## src/hw/spm_params.svh

```systemverilog
// Purpose: offsets, field positions, reset values and codes for the
//          status output pin mux
// Assumes: 32-bit APB, one register per aligned word
// Notes:   byte address is four times the register index
`ifndef SPM_PARAMS_SVH
`define SPM_PARAMS_SVH

`define SPM_IDX_GPO0 8'h50
`define SPM_IDX_GPO1 8'h51
`define SPM_IDX_GPO2 8'h52
`define SPM_IDX_GPO3 8'h53
`define SPM_IDX_RDBK 8'h54
`define SPM_IDX_IRQ_STAT 8'h60
`define SPM_IDX_IRQ_MASK 8'h61

`define SPM_FLD_SEL_HI 7
`define SPM_FLD_SEL_LO 2
`define SPM_FLD_TYPE 1
`define SPM_FLD_ON 0

`define SPM_RST_GPO 8'h00
`define SPM_RST_RDBK 2'h0
`define SPM_RST_MASK 4'h0

`define SPM_SEL_ALARM 6'h00
`define SPM_SEL_SPI_SDO 6'h01
`define SPM_SEL_MISC_LO 6'h02
`define SPM_SEL_MISC_HI 6'h17
`define SPM_SEL_EXIT_PH0 6'h18
`define SPM_SEL_EXIT_PH1 6'h19
`define SPM_SEL_CH_BUSY 6'h1A
`define SPM_SEL_SYSREF_LO 6'h1B
`define SPM_SEL_SYSREF_HI 6'h1E
`define SPM_SEL_FORCE_HI 6'h1F
`define SPM_SEL_FORCE_LO 6'h20
`define SPM_SEL_DAC_AVG_LO 6'h27
`define SPM_SEL_DAC_AVG_HI 6'h2A
`define SPM_SEL_DAC_CUR_LO 6'h2B
`define SPM_SEL_DAC_CUR_HI 6'h2E
`define SPM_SEL_HOLD_CMP 6'h3D
`define SPM_SEL_PULSE_REQ 6'h3E

`endif

```

## src/hw/spm_pkg.sv

```systemverilog
// Purpose: types for the status output pin mux
// Assumes: four general output pins
// Notes:   NUM_OUT lives here; other constants live in spm_params.svh
package spm_pkg;

    localparam int NUM_OUT = 4;

    typedef struct packed {
        logic alarm;
        logic spi_read_data;
        logic [21:0] misc;
        logic [1:0] exit_phase;
        logic chan_busy;
        logic [3:0] sysref_state;
        logic [3:0] dac_avg;
        logic [3:0] dac_cur;
        logic hold_cmp;
        logic pulse_req;
    } spm_status_s;

    typedef struct packed {
        logic [NUM_OUT-1:0] pin_o;
        logic [NUM_OUT-1:0] pin_oe;
    } spm_pins_s;

    typedef struct packed {
        logic [NUM_OUT-1:0][7:0] gpo_ctl;
        logic [1:0] rdbk_ctl;
        logic [NUM_OUT-1:0] irq_stat;
        logic [NUM_OUT-1:0] irq_mask;
        logic [NUM_OUT-1:0] level;
        spm_pins_s pins;
        logic rdbk_o;
        logic rdbk_oe;
        logic irq;
        logic pready;
        logic pslverr;
        logic [31:0] prdata;
    } spm_state_s;

endpackage

```

## src/hw/spm_pin_mux.sv

```systemverilog
// Purpose: routes internal status to the general output pins and
//          drives them and the serial readback pin
// Assumes: APB slave on pclk; status inputs synchronous to pclk
// Notes:   pin levels and APB outputs are all registered
`include "spm_params.svh"

module spm_pin_mux #(
    parameter int ADDR_W = 12
) (
    input wire logic pclk,
    input wire logic presetn,
    input wire logic psel,
    input wire logic penable,
    input wire logic pwrite,
    input wire logic [ADDR_W-1:0] paddr,
    input wire logic [31:0] pwdata,
    input wire logic [3:0] pstrb,
    output logic [31:0] prdata,
    output logic pready,
    output logic pslverr,
    input wire spm_pkg::spm_status_s status_in,
    output spm_pkg::spm_pins_s general_output_pin,
    output logic serial_readback_pin_o,
    output logic serial_readback_pin_oe,
    output logic irq
);

    localparam int N = spm_pkg::NUM_OUT;

    initial begin
        if (ADDR_W < 10 || ADDR_W > 32) begin
            $error("ADDR_W must lie between 10 and 32");
        end
    end

    spm_pkg::spm_state_s st;
    spm_pkg::spm_state_s next_st;

    function automatic logic [ADDR_W-1:0] byte_addr(
        input logic [7:0] idx
    );
        byte_addr = ADDR_W'({idx, 2'b00});
    endfunction

    // level of the internal signal chosen by one selection code
    function automatic logic sel_level(
        input logic [5:0] code,
        input spm_pkg::spm_status_s s
    );
        logic [5:0] off;
        off = 6'h00;
        sel_level = 1'b0;
        if (code == `SPM_SEL_ALARM) begin
            sel_level = s.alarm;
        end else if (code == `SPM_SEL_SPI_SDO) begin
            sel_level = s.spi_read_data;
        end else if (code >= `SPM_SEL_MISC_LO &&
                     code <= `SPM_SEL_MISC_HI) begin
            off = code - `SPM_SEL_MISC_LO;
            sel_level = s.misc[off[4:0]];
        end else if (code == `SPM_SEL_EXIT_PH0) begin
            sel_level = s.exit_phase[0];
        end else if (code == `SPM_SEL_EXIT_PH1) begin
            sel_level = s.exit_phase[1];
        end else if (code == `SPM_SEL_CH_BUSY) begin
            sel_level = s.chan_busy;
        end else if (code >= `SPM_SEL_SYSREF_LO &&
                     code <= `SPM_SEL_SYSREF_HI) begin
            off = code - `SPM_SEL_SYSREF_LO;
            sel_level = s.sysref_state[off[1:0]];
        end else if (code == `SPM_SEL_FORCE_HI) begin
            sel_level = 1'b1;
        end else if (code == `SPM_SEL_FORCE_LO) begin
            sel_level = 1'b0;
        end else if (code >= `SPM_SEL_DAC_AVG_LO &&
                     code <= `SPM_SEL_DAC_AVG_HI) begin
            off = code - `SPM_SEL_DAC_AVG_LO;
            sel_level = s.dac_avg[off[1:0]];
        end else if (code >= `SPM_SEL_DAC_CUR_LO &&
                     code <= `SPM_SEL_DAC_CUR_HI) begin
            off = code - `SPM_SEL_DAC_CUR_LO;
            sel_level = s.dac_cur[off[1:0]];
        end else if (code == `SPM_SEL_HOLD_CMP) begin
            sel_level = s.hold_cmp;
        end else if (code == `SPM_SEL_PULSE_REQ) begin
            sel_level = s.pulse_req;
        end
    endfunction

    // open-drain only pulls low; push-pull drives both levels
    function automatic logic [1:0] drive(
        input logic on,
        input logic push_pull,
        input logic lvl
    );
        drive = {on && (push_pull || !lvl), on && push_pull && lvl};
    endfunction

    logic setup;
    logic access;
    logic is_wr;
    logic is_rd;
    logic hit_gpo;
    logic [1:0] gpo_idx;
    logic hit_rdbk;
    logic hit_stat;
    logic hit_mask;

    assign setup = psel && !penable;
    assign access = psel && penable && st.pready;
    assign is_wr = access && pwrite;
    assign is_rd = access && !pwrite;

    always_comb begin
        hit_gpo = 1'b0;
        gpo_idx = 2'd0;
        for (int i = 0; i < N; i++) begin
            if (paddr == byte_addr(`SPM_IDX_GPO0 + 8'(i))) begin
                hit_gpo = 1'b1;
                gpo_idx = 2'(i);
            end
        end
        hit_rdbk = paddr == byte_addr(`SPM_IDX_RDBK);
        hit_stat = paddr == byte_addr(`SPM_IDX_IRQ_STAT);
        hit_mask = paddr == byte_addr(`SPM_IDX_IRQ_MASK);
    end

    always_comb begin
        logic [1:0] drv;
        logic [5:0] code;
        drv = 2'b00;
        code = 6'h00;
        next_st = st;

        // registers take writes on the access edge only
        if (is_wr && pstrb[0]) begin
            if (hit_gpo) begin
                next_st.gpo_ctl[gpo_idx] = pwdata[7:0];
            end
            if (hit_rdbk) begin
                next_st.rdbk_ctl = pwdata[1:0];
            end
            if (hit_mask) begin
                next_st.irq_mask = pwdata[N-1:0];
            end
        end

        // reading status clears it; a fresh edge below still sets
        if (is_rd && hit_stat) begin
            next_st.irq_stat = '0;
        end

        for (int i = 0; i < N; i++) begin
            code = st.gpo_ctl[i][`SPM_FLD_SEL_HI:`SPM_FLD_SEL_LO];
            next_st.level[i] = sel_level(code, status_in);
            drv = drive(st.gpo_ctl[i][`SPM_FLD_ON],
                        st.gpo_ctl[i][`SPM_FLD_TYPE],
                        st.level[i]);
            next_st.pins.pin_oe[i] = drv[1];
            next_st.pins.pin_o[i] = drv[0];
            if (next_st.level[i] != st.level[i]) begin
                next_st.irq_stat[i] = 1'b1;
            end
        end

        drv = drive(st.rdbk_ctl[`SPM_FLD_ON],
                    st.rdbk_ctl[`SPM_FLD_TYPE],
                    status_in.spi_read_data);
        next_st.rdbk_oe = drv[1];
        next_st.rdbk_o = drv[0];

        next_st.irq = |(next_st.irq_stat & st.irq_mask);

        // one wait-free access: pready rises for the access phase
        next_st.pready = setup;
        next_st.pslverr = 1'b0;
        next_st.prdata = 32'h0000_0000;
        if (setup) begin
            next_st.pslverr = !(hit_gpo || hit_rdbk || hit_stat ||
                                hit_mask);
            if (!pwrite) begin
                if (hit_gpo) begin
                    next_st.prdata = {24'h00_0000, st.gpo_ctl[gpo_idx]};
                end else if (hit_rdbk) begin
                    next_st.prdata = {30'h0000_0000, st.rdbk_ctl};
                end else if (hit_stat) begin
                    next_st.prdata = {28'h000_0000, st.irq_stat};
                end else if (hit_mask) begin
                    next_st.prdata = {28'h000_0000, st.irq_mask};
                end
            end
        end
    end

    always_ff @(posedge pclk or negedge presetn) begin
        if (!presetn) begin
            st.gpo_ctl <= {N{`SPM_RST_GPO}};
            st.rdbk_ctl <= `SPM_RST_RDBK;
            st.irq_stat <= '0;
            st.irq_mask <= `SPM_RST_MASK;
            st.level <= '0;
            st.pins <= '0;
            st.rdbk_o <= 1'b0;
            st.rdbk_oe <= 1'b0;
            st.irq <= 1'b0;
            st.pready <= 1'b0;
            st.pslverr <= 1'b0;
            st.prdata <= 32'h0000_0000;
        end else begin
            st <= next_st;
        end
    end

    assign prdata = st.prdata;
    assign pready = st.pready;
    assign pslverr = st.pslverr;
    assign general_output_pin = st.pins;
    assign serial_readback_pin_o = st.rdbk_o;
    assign serial_readback_pin_oe = st.rdbk_oe;
    assign irq = st.irq;

endmodule

```

## config.mk

```make
export PLATFORM = sky130hd
export DESIGN_NAME = spm_pin_mux
export DESIGN_NICKNAME = d
export VERILOG_FILES = /design/src/hw/spm_pkg.sv /design/src/hw/spm_pin_mux.sv
export VERILOG_INCLUDE_DIRS = /design/src /design/src/hw
export SDC_FILE = /design/constraint.sdc
export NUM_CORES = 1
export LEC_CHECK = 0
export BUFFER_PORTS_ARGS = -buffer_cell sky130_fd_sc_hd__buf_2
export CELL_PAD_IN_SITES_DETAIL_PLACEMENT = 0
export CELL_PAD_IN_SITES_GLOBAL_PLACEMENT = 2
export CORE_MARGIN = 2
export CORE_UTILIZATION = 36
export DETAILED_ROUTE_END_ITERATION = 8
export GPL_ROUTABILITY_DRIVEN = 0
export HOLD_SLACK_MARGIN = 0.03
export PLACE_DENSITY = 0.85
export SYNTH_ARGS = -nofsm -noshare
export SYNTH_HDL_FRONTEND = slang
export SYNTH_SLANG_ARGS = --single-unit
export TNS_END_PERCENT = 100
```

## constraint.sdc

```tcl
create_clock -name pclk -period 8.6 [get_ports pclk]
set_clock_uncertainty 0.05 [all_clocks]
set_input_delay 0 -clock pclk [delete_from_list [all_inputs] [get_ports pclk]]
set_output_delay 0 -clock pclk [all_outputs]
set_load 0.005 [all_outputs]
```

==> flow_summary.yaml, run 1 <==
detailed_routing:
  drtIter0Drc: 441
  ant_nets: 0
  avgRoutedWirePerCell_microns: 19.6
  drc: 0
  wirelength_mm: 17.9
  first_pass_iters: 7
  dr_total_vias: 5303
  vias_per_cell: 5.80
sta:
  post-route-period-util: 0.401
  worst_pin_slew_ns: 0.972
  hold_slack_ns: 0.0506
  finalMaxSlewViolations: 0
  slew_headroom: 0.350
  period_needed_ns: 3.44
  final_hold_viol_count: 0
  fmax_mhz: 290
  fin_tns_setup_ns: 0
  rsz0062_at_grt: "false"
  setup_viol: 0
die:
  dieWidth_microns: 133
  fp.dieH_microns: 133
  initial_utilization: 0.366
  die-area_sq_um: 17800
  core_area_sq_um: 16500
  io_pins: 139
  rows: 47
placed_design:
  io_buffers: 87
  post-dp-hpwl_mm: 13.7
  place_area_sq_um: 6370
global_routing:
  grt_overflow: 0
  grt.total_usage: 0.205
  grt_max_degree: 68
  grt_pass1_vias: 5075
  antenna_found_initial: 0
  grt_first_pass_wirelength_mm: 28.6
layout:
  nets: 812
  diodes: 0
  area_delta_synth_final_pct: 13.2
  drive_gt1_frac: 0.255
  fillerInstances: 1662
  final_util: 0.414
  final_area_sq_um: 6810
synthesis:
  synth_top_area_share: 0.279
  syn_area_sq_um: 6020
  synth-seq-cells: 67
  synth.most_common_cell: "dfrtp_1"
  synth_commonest_cells: "67 x dfrtp_1, 43 x nand2_1, 42 x buf_4"
  yosysTopAreaCell: "dfrtp_1"
  async_flop_share: 1.00
  ys_top_cells_by_area: "dfrtp_1 28%, mux4_2 11%, mux2_2 6.5%"
  syn_avg_cell_area_sq_um: 9.63
  ys_types: 67
  synthesis.instances: 625
  seq_area_frac_synth: 0.279
  ys.flop_type: "dfrtp_1"
  synth_warnings: 0
  synth_edf_count: 0
critical_path:
  rrSetupSlack_ns: 5.16
  end_kind: "flop"
  crit_cells: 10
  slowest_delay_ns: 0.84
  crit_chain: "inv_1 > ha_1 > mux4_2 > a211o_1 > o21ai_0 > a32oi_1 > a31oi_2 > nor3_1 > o31ai_1 > nand4_1"
  crit_fanout: 20
  start_kind: "flop"
  cp.arrival_ns: 3.58
  worstPathRequired_ns: 8.73
  crit_family: "compound AO/OA/AOI/OAI gates"
  critical_path_class: "flop to flop"
  reg2reg_depth: 10
  crit_path_top_delay_cell: "dfrtp_1"
  cp.buffers_inverters: 1
pwr:
  ir_drop_v: 0.000111
  fin_total_pwr_mw: 0.784
  power_leakage_nw: 3.00
  power_density_nw_per_um2: 115
clock_network:
  htreeDepth: 3
  cts_tree: "built"
  cts_num_sinks: 67
  clk_latency_ns: 0.34
  clk_pin_slew_ns: 0.06
  cts_root_buffer: "clkbuf_16"
  ctsResizeCount: 0
  cts_made_buffers: 9
  post-cts-setup-buffers: 0
  holdBufCountCts: 13
  clock_path_buffers: 2
flow_run:
  drv_cap: 0
hold_path:
  hold_depth: 3
  hold_path_class: "primary input to flop"
status:
  status: "finished, final reports clean"
## layout make-up
cell class / count / area (sq um) / area share
multi-input combinational: 482 / 3860 / 0.567
sequential: 67 / 1680 / 0.246
timing repair buffer: 103 / 588 / 0.0863
tap: 220 / 275 / 0.0404
clock buffer: 9 / 225 / 0.0331
inverter: 27 / 101 / 0.0149
clock inverter: 7 / 83.8 / 0.0123
## worst paths after layout
| kind | from | to |
|---|---|---|
| min reg2reg | st[76] | general_output_pin[6] |
| min | status_in[40] | st[46] |
| max reg2reg | st[70] | irq |
| max | st[70] | irq |
| max in group asynchronous | presetn | st[86] |
| min in group asynchronous | presetn | pready |
## state kept, by name, indices dropped and copies added (netlist names)
signal / cells
serial_readback_pin_o: 1
pready: 1
prdata: 8
general_output_pin: 8
irq: 1
serial_readback_pin_oe: 1
st: 46
pslverr: 1
## report_power, final
group	switching [mW]	total (mW)	internal [mW]	leakage, nW
clock	0.154	0.384	0.229	0.149
combinational	0.0459	0.0812	0.0353	1.99
sequential	0.00208	0.319	0.317	0.857
## per-layer routing
layer / wire (microns) / track usage / vias up
li1: - / - / 2429
met1: 7800 / 0.291 / 2590
met2: 8250 / 0.318 / 260
met3: 1600 / 0.0491 / 24
met4: 241 / 0.0431 / 0
met5: 0 / 0 / -
## layout by cell type, fill, tap and decap left out, types with 13 or more instances in the layout
cell type / count
conb_1: 24
nor2b_1: 18
dfrtp_1: 67
dlygate4sd3_1: 13
o21ai_0: 28
inv_1: 27
buf_2: 87
nor3_1: 17
ha_1: 28
mux4_2: 30
a21oi_1: 22
mux2i_1: 15
a211oi_1: 13
nand3_1: 16
nor2_1: 37
nand2_1: 43
mux2_2: 35
## worst min-delay path: cells and delay by family
| kind | cells | cell delay [ns] |
|---|---|---|
| and+or+nand+nor | 2 | 0.22 |
| buffers and inverters | 1 | 0.18 |
## stage by stage
| step | cells | setup WS, ns |
|---|---|---|
| 2_1_floorplan | 648 | 5.66 |
| 3_3_place_gp | 886 | 5.18 |
| 3_5_place_dp | 886 | 5.13 |
| 4_1_cts | 915 | 5.15 |
| 5_1_grt | 915 | 4.95 |
| 6_report | 915 | 5.16 |
## logic make-up (layout without fill, tap and decap cells)
family | after synthesis | count (layout) | synth area share
other | 1 | 24 | 0.000623
flip-flops | 67 | 67 | 0.279
buffers and inverters | 99 | 146 | 0.0938
adder cells (fa/ha/maj) | 28 | 28 | 0.0582
XOR/XNOR | 9 | 9 | 0.0131
AO/OA/AOI/OAI | 132 | 132 | 0.154
multiplexers | 84 | 84 | 0.220
AND/OR/NAND/NOR | 205 | 205 | 0.181
No activity file was read; power rests on OpenSTA's default activity.
==> run 2: changes to the inputs <==
Settings changed: CORE_UTILIZATION 36 to 34, PLACE_DENSITY 0.85 to 0.81.
Clock period 8.6 ns to 3.5 ns, I/O delays scaled along.
==> run 2 against run 1 <==
  * Hold slack improved by 0.027 ns
  * Die area increased by 5.7%
  * Largest cell class unchanged
  * Fmax increased by 13%
  * Highest routed layer unchanged
  * Utilization decreased by 1.3 points
  * Sequential share of layout area decreased by 0.44 points
  * Global-route usage decreased by 0.55 points
  * Sequential power increased by 150%
==> flow_summary.yaml, run 2 (synthesis gave the netlist of run 1 again) <==
pwr:
  sw_frac_of_total: 0.230
  power_density_nw_per_um2: 285
  pwr-share-seq: 0.396
  power_leakage_nw: 3.07
  clock_power_share: 0.502
  p_comb_frac: 0.102
  switching_power_mw: 0.456
  ir_drop_v: 0.000213
  internal-power_mw: 1.52
placed_design:
  place_area_sq_um: 6470
  io_buffers: 87
  post-dp-hpwl_mm: 14.1
  dp_slack_ns: 0.495
global_routing:
  grt_first_pass_wirelength_mm: 28.5
  grt_overflow: 0
  antenna_found_initial: 0
  grt_max_degree: 38
  grt.total_usage: 0.199
  grt_pass1_vias: 5248
critical_path:
  cp.arrival_ns: 3.21
  critical_path_class: "flop to flop"
  crit_chain: "inv_1 > ha_1 > mux2_2 > a221oi_1 > nor4_1 > a21o_1 > o2111a_1 > a2111o_1 > nand4_1 > nand4_1"
  worst_path_most_repeated_cell: "nand4_1"
  worstPathRequired_ns: 3.65
  crit_fanout: 13
  slowest_delay_ns: 0.59
  start_kind: "flop"
  crit_path_top_delay_cell: "dfrtp_1"
  end_kind: "flop"
clock_network:
  cts_num_sinks: 67
  cts_made_buffers: 9
  clock_path_buffers: 2
  clk_latency_ns: 0.33
  clk_pin_slew_ns: 0.06
  cts_tree: "built"
  cts_root_buffer: "clkbuf_16"
  post-cts-setup-buffers: 0
  htreeDepth: 3
  ctsResizeCount: 0
status:
  status: "finished, final reports clean"
detailed_routing:
  drc: 0
  first_pass_iters: 5
  avgRoutedWirePerCell_microns: 19.5
  wirelength_mm: 18.2
  drtIter0Drc: 439
  dr_total_vias: 5285
  vias_per_cell: 5.67
  ant_nets: 0
sta:
  hold_slack_ns: 0.0774
  rsz0062_at_grt: "false"
  post-route-period-util: 0.873
  fmax_mhz: 327
  final_hold_viol_count: 0
  worst_pin_slew_ns: 0.787
  slew_headroom: 0.476
  finalMaxSlewViolations: 0
  period_needed_ns: 3.06
  setup_viol: 0
  worst_slack_ns: 0.443
  fin_tns_setup_ns: 0
layout:
  fillerInstances: 1718
  drive_gt1_frac: 0.266
  register_area_sq_um: 1680
  final_util: 0.401
  multi_input_area_sq_um: 3860
  final_cell_mix: "87 x buf_2, 67 x dfrtp_1, 43 x nand2_1"
  largest_reg_flops: 46
  final_common_cell: "buf_2"
  nets: 825
  final_area_sq_um: 6940
  area_delta_synth_final_pct: 15.3
  max_flop_register: "st"
  diodes: 0
hold_path:
  hold_path_class: "primary input to flop"
flow_run:
  drv_cap: 0
die:
  io_pins: 139
  rows: 48
  dieWidth_microns: 137
  core_area_sq_um: 17300
  die-area_sq_um: 18800
  fp.dieH_microns: 137
  initial_utilization: 0.348
run 2: final timing paths:
check	endpoint	slack [ns]	cells past startpoint	startpoint
min reg2reg	general_output_pin[7]	0.45	1	st[84]
max in group asynchronous	st[76]	2.21	3	presetn
min	st[58]	0.08	4	paddr[4]
max reg2reg	irq	0.44	10	st[63]
min in group asynchronous	prdata[5]	0.25	2	presetn
max	irq	0.44	10	st[63]
run 2: final cells by class:
cell class,count,area share
Multi-Input combinational cell,482,0.557
Sequential cell,67,0.242
Timing Repair Buffer,116,0.0992
Clock inverter,4,0.0106
Tap cell,225,0.0406
Inverter,27,0.0146
Clock buffer,11,0.0364
run 2: through the flow:
step,total power [mW],cells
global placement,0.980,903
floorplan,0.893,648
finish,1.98,932
CTS,1.99,932
global route,2.04,932
detailed placement,0.985,903
run 2: critical path, delay by kind of cell (launching register included):
kind            cells  cell delay [ns]
fa+ha+maj           1             0.38
simple gates        3             0.28
buf+inv             1             0.17
mux                 1             0.35
compound gates      4             1.11
flops               1             0.59
run 2: layer usage:
layer  vias to the layer above  GRT usage  routed length [microns]
met4                         0     0.0830                      639
met3                        36     0.0256                     1110
met1                      2587      0.269                     8020
li1                       2442          -                        -
met5                         -          0                        0
met2                       220      0.322                     8420
run 2: power by group through the flow:
stage | registers, mW | clock network [mW] | logic (mW)
finish | 0.784 | 0.995 | 0.201
global route | 0.784 | 1.04 | 0.218
CTS | 0.784 | 1.01 | 0.200
detailed placement | 0.798 | 0 | 0.187
global placement | 0.797 | 0 | 0.183
floorplan | 0.796 | 0 | 0.0972
run 2: timing repair:
action	CTS	global route
endpoints found under the hold margin	72	0
setup endpoints to repair	0	0
hold buffers	14	0
==> run 3: changes to the inputs <==
Settings changed: ABC_AREA set to 1, CORE_UTILIZATION 34 to 29, PLACE_DENSITY 0.81 to not set, PLACE_DENSITY_LB_ADDON set to 0.1.
==> run 3 against run 2 <==
  * Non-clock buffer count is 10 lower
  * Global-route usage is 0.88 points higher
  * Power is 2.2% lower
  * Clock power is 2.3% lower
  * Fmax is 13% higher
  * Wire length is 28% higher
  * Critical path type unchanged
  * Largest cell class unchanged
  * Highest routed layer unchanged
==> flow_summary.yaml, run 3 <==
status:
  status: "finished, final reports clean"
synthesis:
  ys_types: 42
  syn_area_sq_um: 6180
  synth_edf_count: 0
  synth-seq-cells: 67
  syn_avg_cell_area_sq_um: 6.39
  synth_warnings: 0
  yosysTopAreaCell: "dfrtp_1"
  synth_top_area_share: 0.271
  ys_top_cells_by_area: "dfrtp_1 27%, nand2_1 13%, inv_1 8.4%"
  seq_area_frac_synth: 0.271
  async_flop_share: 1.00
  synth.most_common_cell: "nand2_1"
  synth_commonest_cells: "216 x nand2_1, 138 x inv_1, 92 x nor2_1"
  ys.flop_type: "dfrtp_1"
  synthesis.instances: 967
die:
  core_area_sq_um: 21000
  fp.dieH_microns: 150
  dieWidth_microns: 150
  io_pins: 139
  rows: 53
  initial_utilization: 0.295
  die-area_sq_um: 22500
placed_design:
  io_buffers: 87
  place_area_sq_um: 6660
  post-dp-hpwl_mm: 18.5
critical_path:
  worstPathRequired_ns: 3.67
  start_kind: "flop"
  cp.arrival_ns: 2.88
  crit_fanout: 24
  end_kind: "flop"
  critical_path_class: "flop to flop"
detailed_routing:
  drtIter0Drc: 392
  ant_nets: 0
  wirelength_mm: 23.3
  avgRoutedWirePerCell_microns: 17.7
  dr_total_vias: 6339
  vias_per_cell: 4.82
  drc: 0
  first_pass_iters: 5
layout:
  largest_reg_flops: 46
  final_area_sq_um: 7040
  max_flop_register: "st"
  area_delta_synth_final_pct: 14.0
  fillerInstances: 2386
  final_cell_mix: "216 x nand2_1, 138 x inv_1, 92 x nor2_1"
  final_common_cell: "nand2_1"
  drive_gt1_frac: 0.129
  diodes: 0
  nets: 1158
clock_network:
  cts_num_sinks: 67
  clk_latency_ns: 0.33
  cts_root_buffer: "clkbuf_16"
  post-cts-setup-buffers: 0
  htreeDepth: 3
  clk_pin_slew_ns: 0.06
  cts_made_buffers: 9
  cts_tree: "built"
  clock_path_buffers: 2
sta:
  final_hold_viol_count: 0
  post-route-period-util: 0.772
  fin_tns_setup_ns: 0
  rsz0062_at_grt: "false"
  setup_viol: 0
  fmax_mhz: 370
  slew_headroom: 0.603
  worst_pin_slew_ns: 0.588
  finalMaxSlewViolations: 0
  period_needed_ns: 2.70
global_routing:
  grt_overflow: 0
  grt_first_pass_wirelength_mm: 35.2
  grt_pass1_vias: 5858
  antenna_found_initial: 1
  grt_max_degree: 46
  grt.total_usage: 0.208
hold_path:
  hold_path_class: "primary input to flop"
pwr:
  ir_drop_v: 0.000225
  power_density_nw_per_um2: 275
  power_leakage_nw: 3.48
flow_run:
  drv_cap: 0
## run 3: changes by cell type in the layout (fill, tap and decap cells not counted), sizes merged, moves of 35 or more
cell	before	now
a21oi	22	73
inv	27	145
mux2	35	0
nand2	43	216
nand3	16	71
nor2	37	100
o21ai	28	80
## run 3: layout make-up
type                    count  area [sq um]  share of cell area
multi-input cells         706          3560               0.506
flip-flops and latches     67          1680               0.238
repair buffers            106           593              0.0842
inverters                 146           548              0.0778
well taps                 275           344              0.0489
clock buffers              10           229              0.0325
clock inverters             6          90.1              0.0128
## run 3: worst max-delay path, stage by stage, from the launching register on
cell     delay [ns]
dfrtp_1        0.38
inv_2          0.33
ha_1           0.36
inv_1          0.11
a21oi_1        0.04
o21ai_0        0.08
nand2_1        0.08
a21o_1         0.17
inv_1          0.04
nand2_1        0.05
nand2_1        0.05
nand2_1        0.05
nand2_1        0.05
nand2_1        0.04
nand2_1        0.13
nand2_1        0.09
nand2_1        0.07
nand3_1        0.15
nand2_1        0.12
nand2_1        0.05
inv_1          0.05
nand2_1        0.04
## run 3: worst paths after layout
path                       cells past startpoint  slack (ns)               endpoint      start
max reg2reg                                   21        0.80                    irq     st[69]
max                                           21        0.80                    irq     st[69]
max in group asynchronous                      3        2.26                 st[80]    presetn
min                                            3        0.03                 st[65]  pwdata[6]
min in group asynchronous                      2        0.14  general_output_pin[3]    presetn
min reg2reg                                    1        0.42  general_output_pin[3]     st[48]
## run 3: per-layer routing
layer,GRT usage,wire length (microns)
met5,0,0
met4,0.0189,77
met3,0.0253,551
met2,0.334,10900
met1,0.309,11800
## run 3: timing repair
item	4_1_cts	5_1_grt
resized for setup	0	0
hold buffers	6	0
endpoints found under the hold margin	29	0
## run 3: where the power goes
group	switching [mW]	leakage [nW]	total (mW)	internal, mW
Clock	0.348	0.153	0.972	0.625
Sequential	0.00215	0.904	0.781	0.778
Combinational	0.126	2.42	0.184	0.0574
## run 3: cells by family after synthesis
kind of cell    after synthesis  share of synthesized area
xor+xnor                      8                     0.0113
buf+inv                     217                      0.166
simple gates                438                      0.303
compound gates              208                      0.191
fa+ha+maj                    28                     0.0567
flops                        67                      0.271
other cells                   1                   0.000607
## run 3: through the flow
stage / hold WS [ns] / instances / setup slack [ns] / utilization / power (mW)
3_5_place_dp: -0.0250 / 1294 / 0.780 / 0.318 / 0.974
4_1_cts: 0.0320 / 1316 / 0.782 / 0.336 / 1.95
5_1_grt: 0.0610 / 1316 / 0.490 / 0.336 / 2.02
3_3_place_gp: -0.0306 / 1294 / 0.793 / 0.318 / 0.975
6_report: 0.0301 / 1316 / 0.796 / 0.336 / 1.94
2_1_floorplan: -0.346 / 990 / 1.06 / - / 0.879
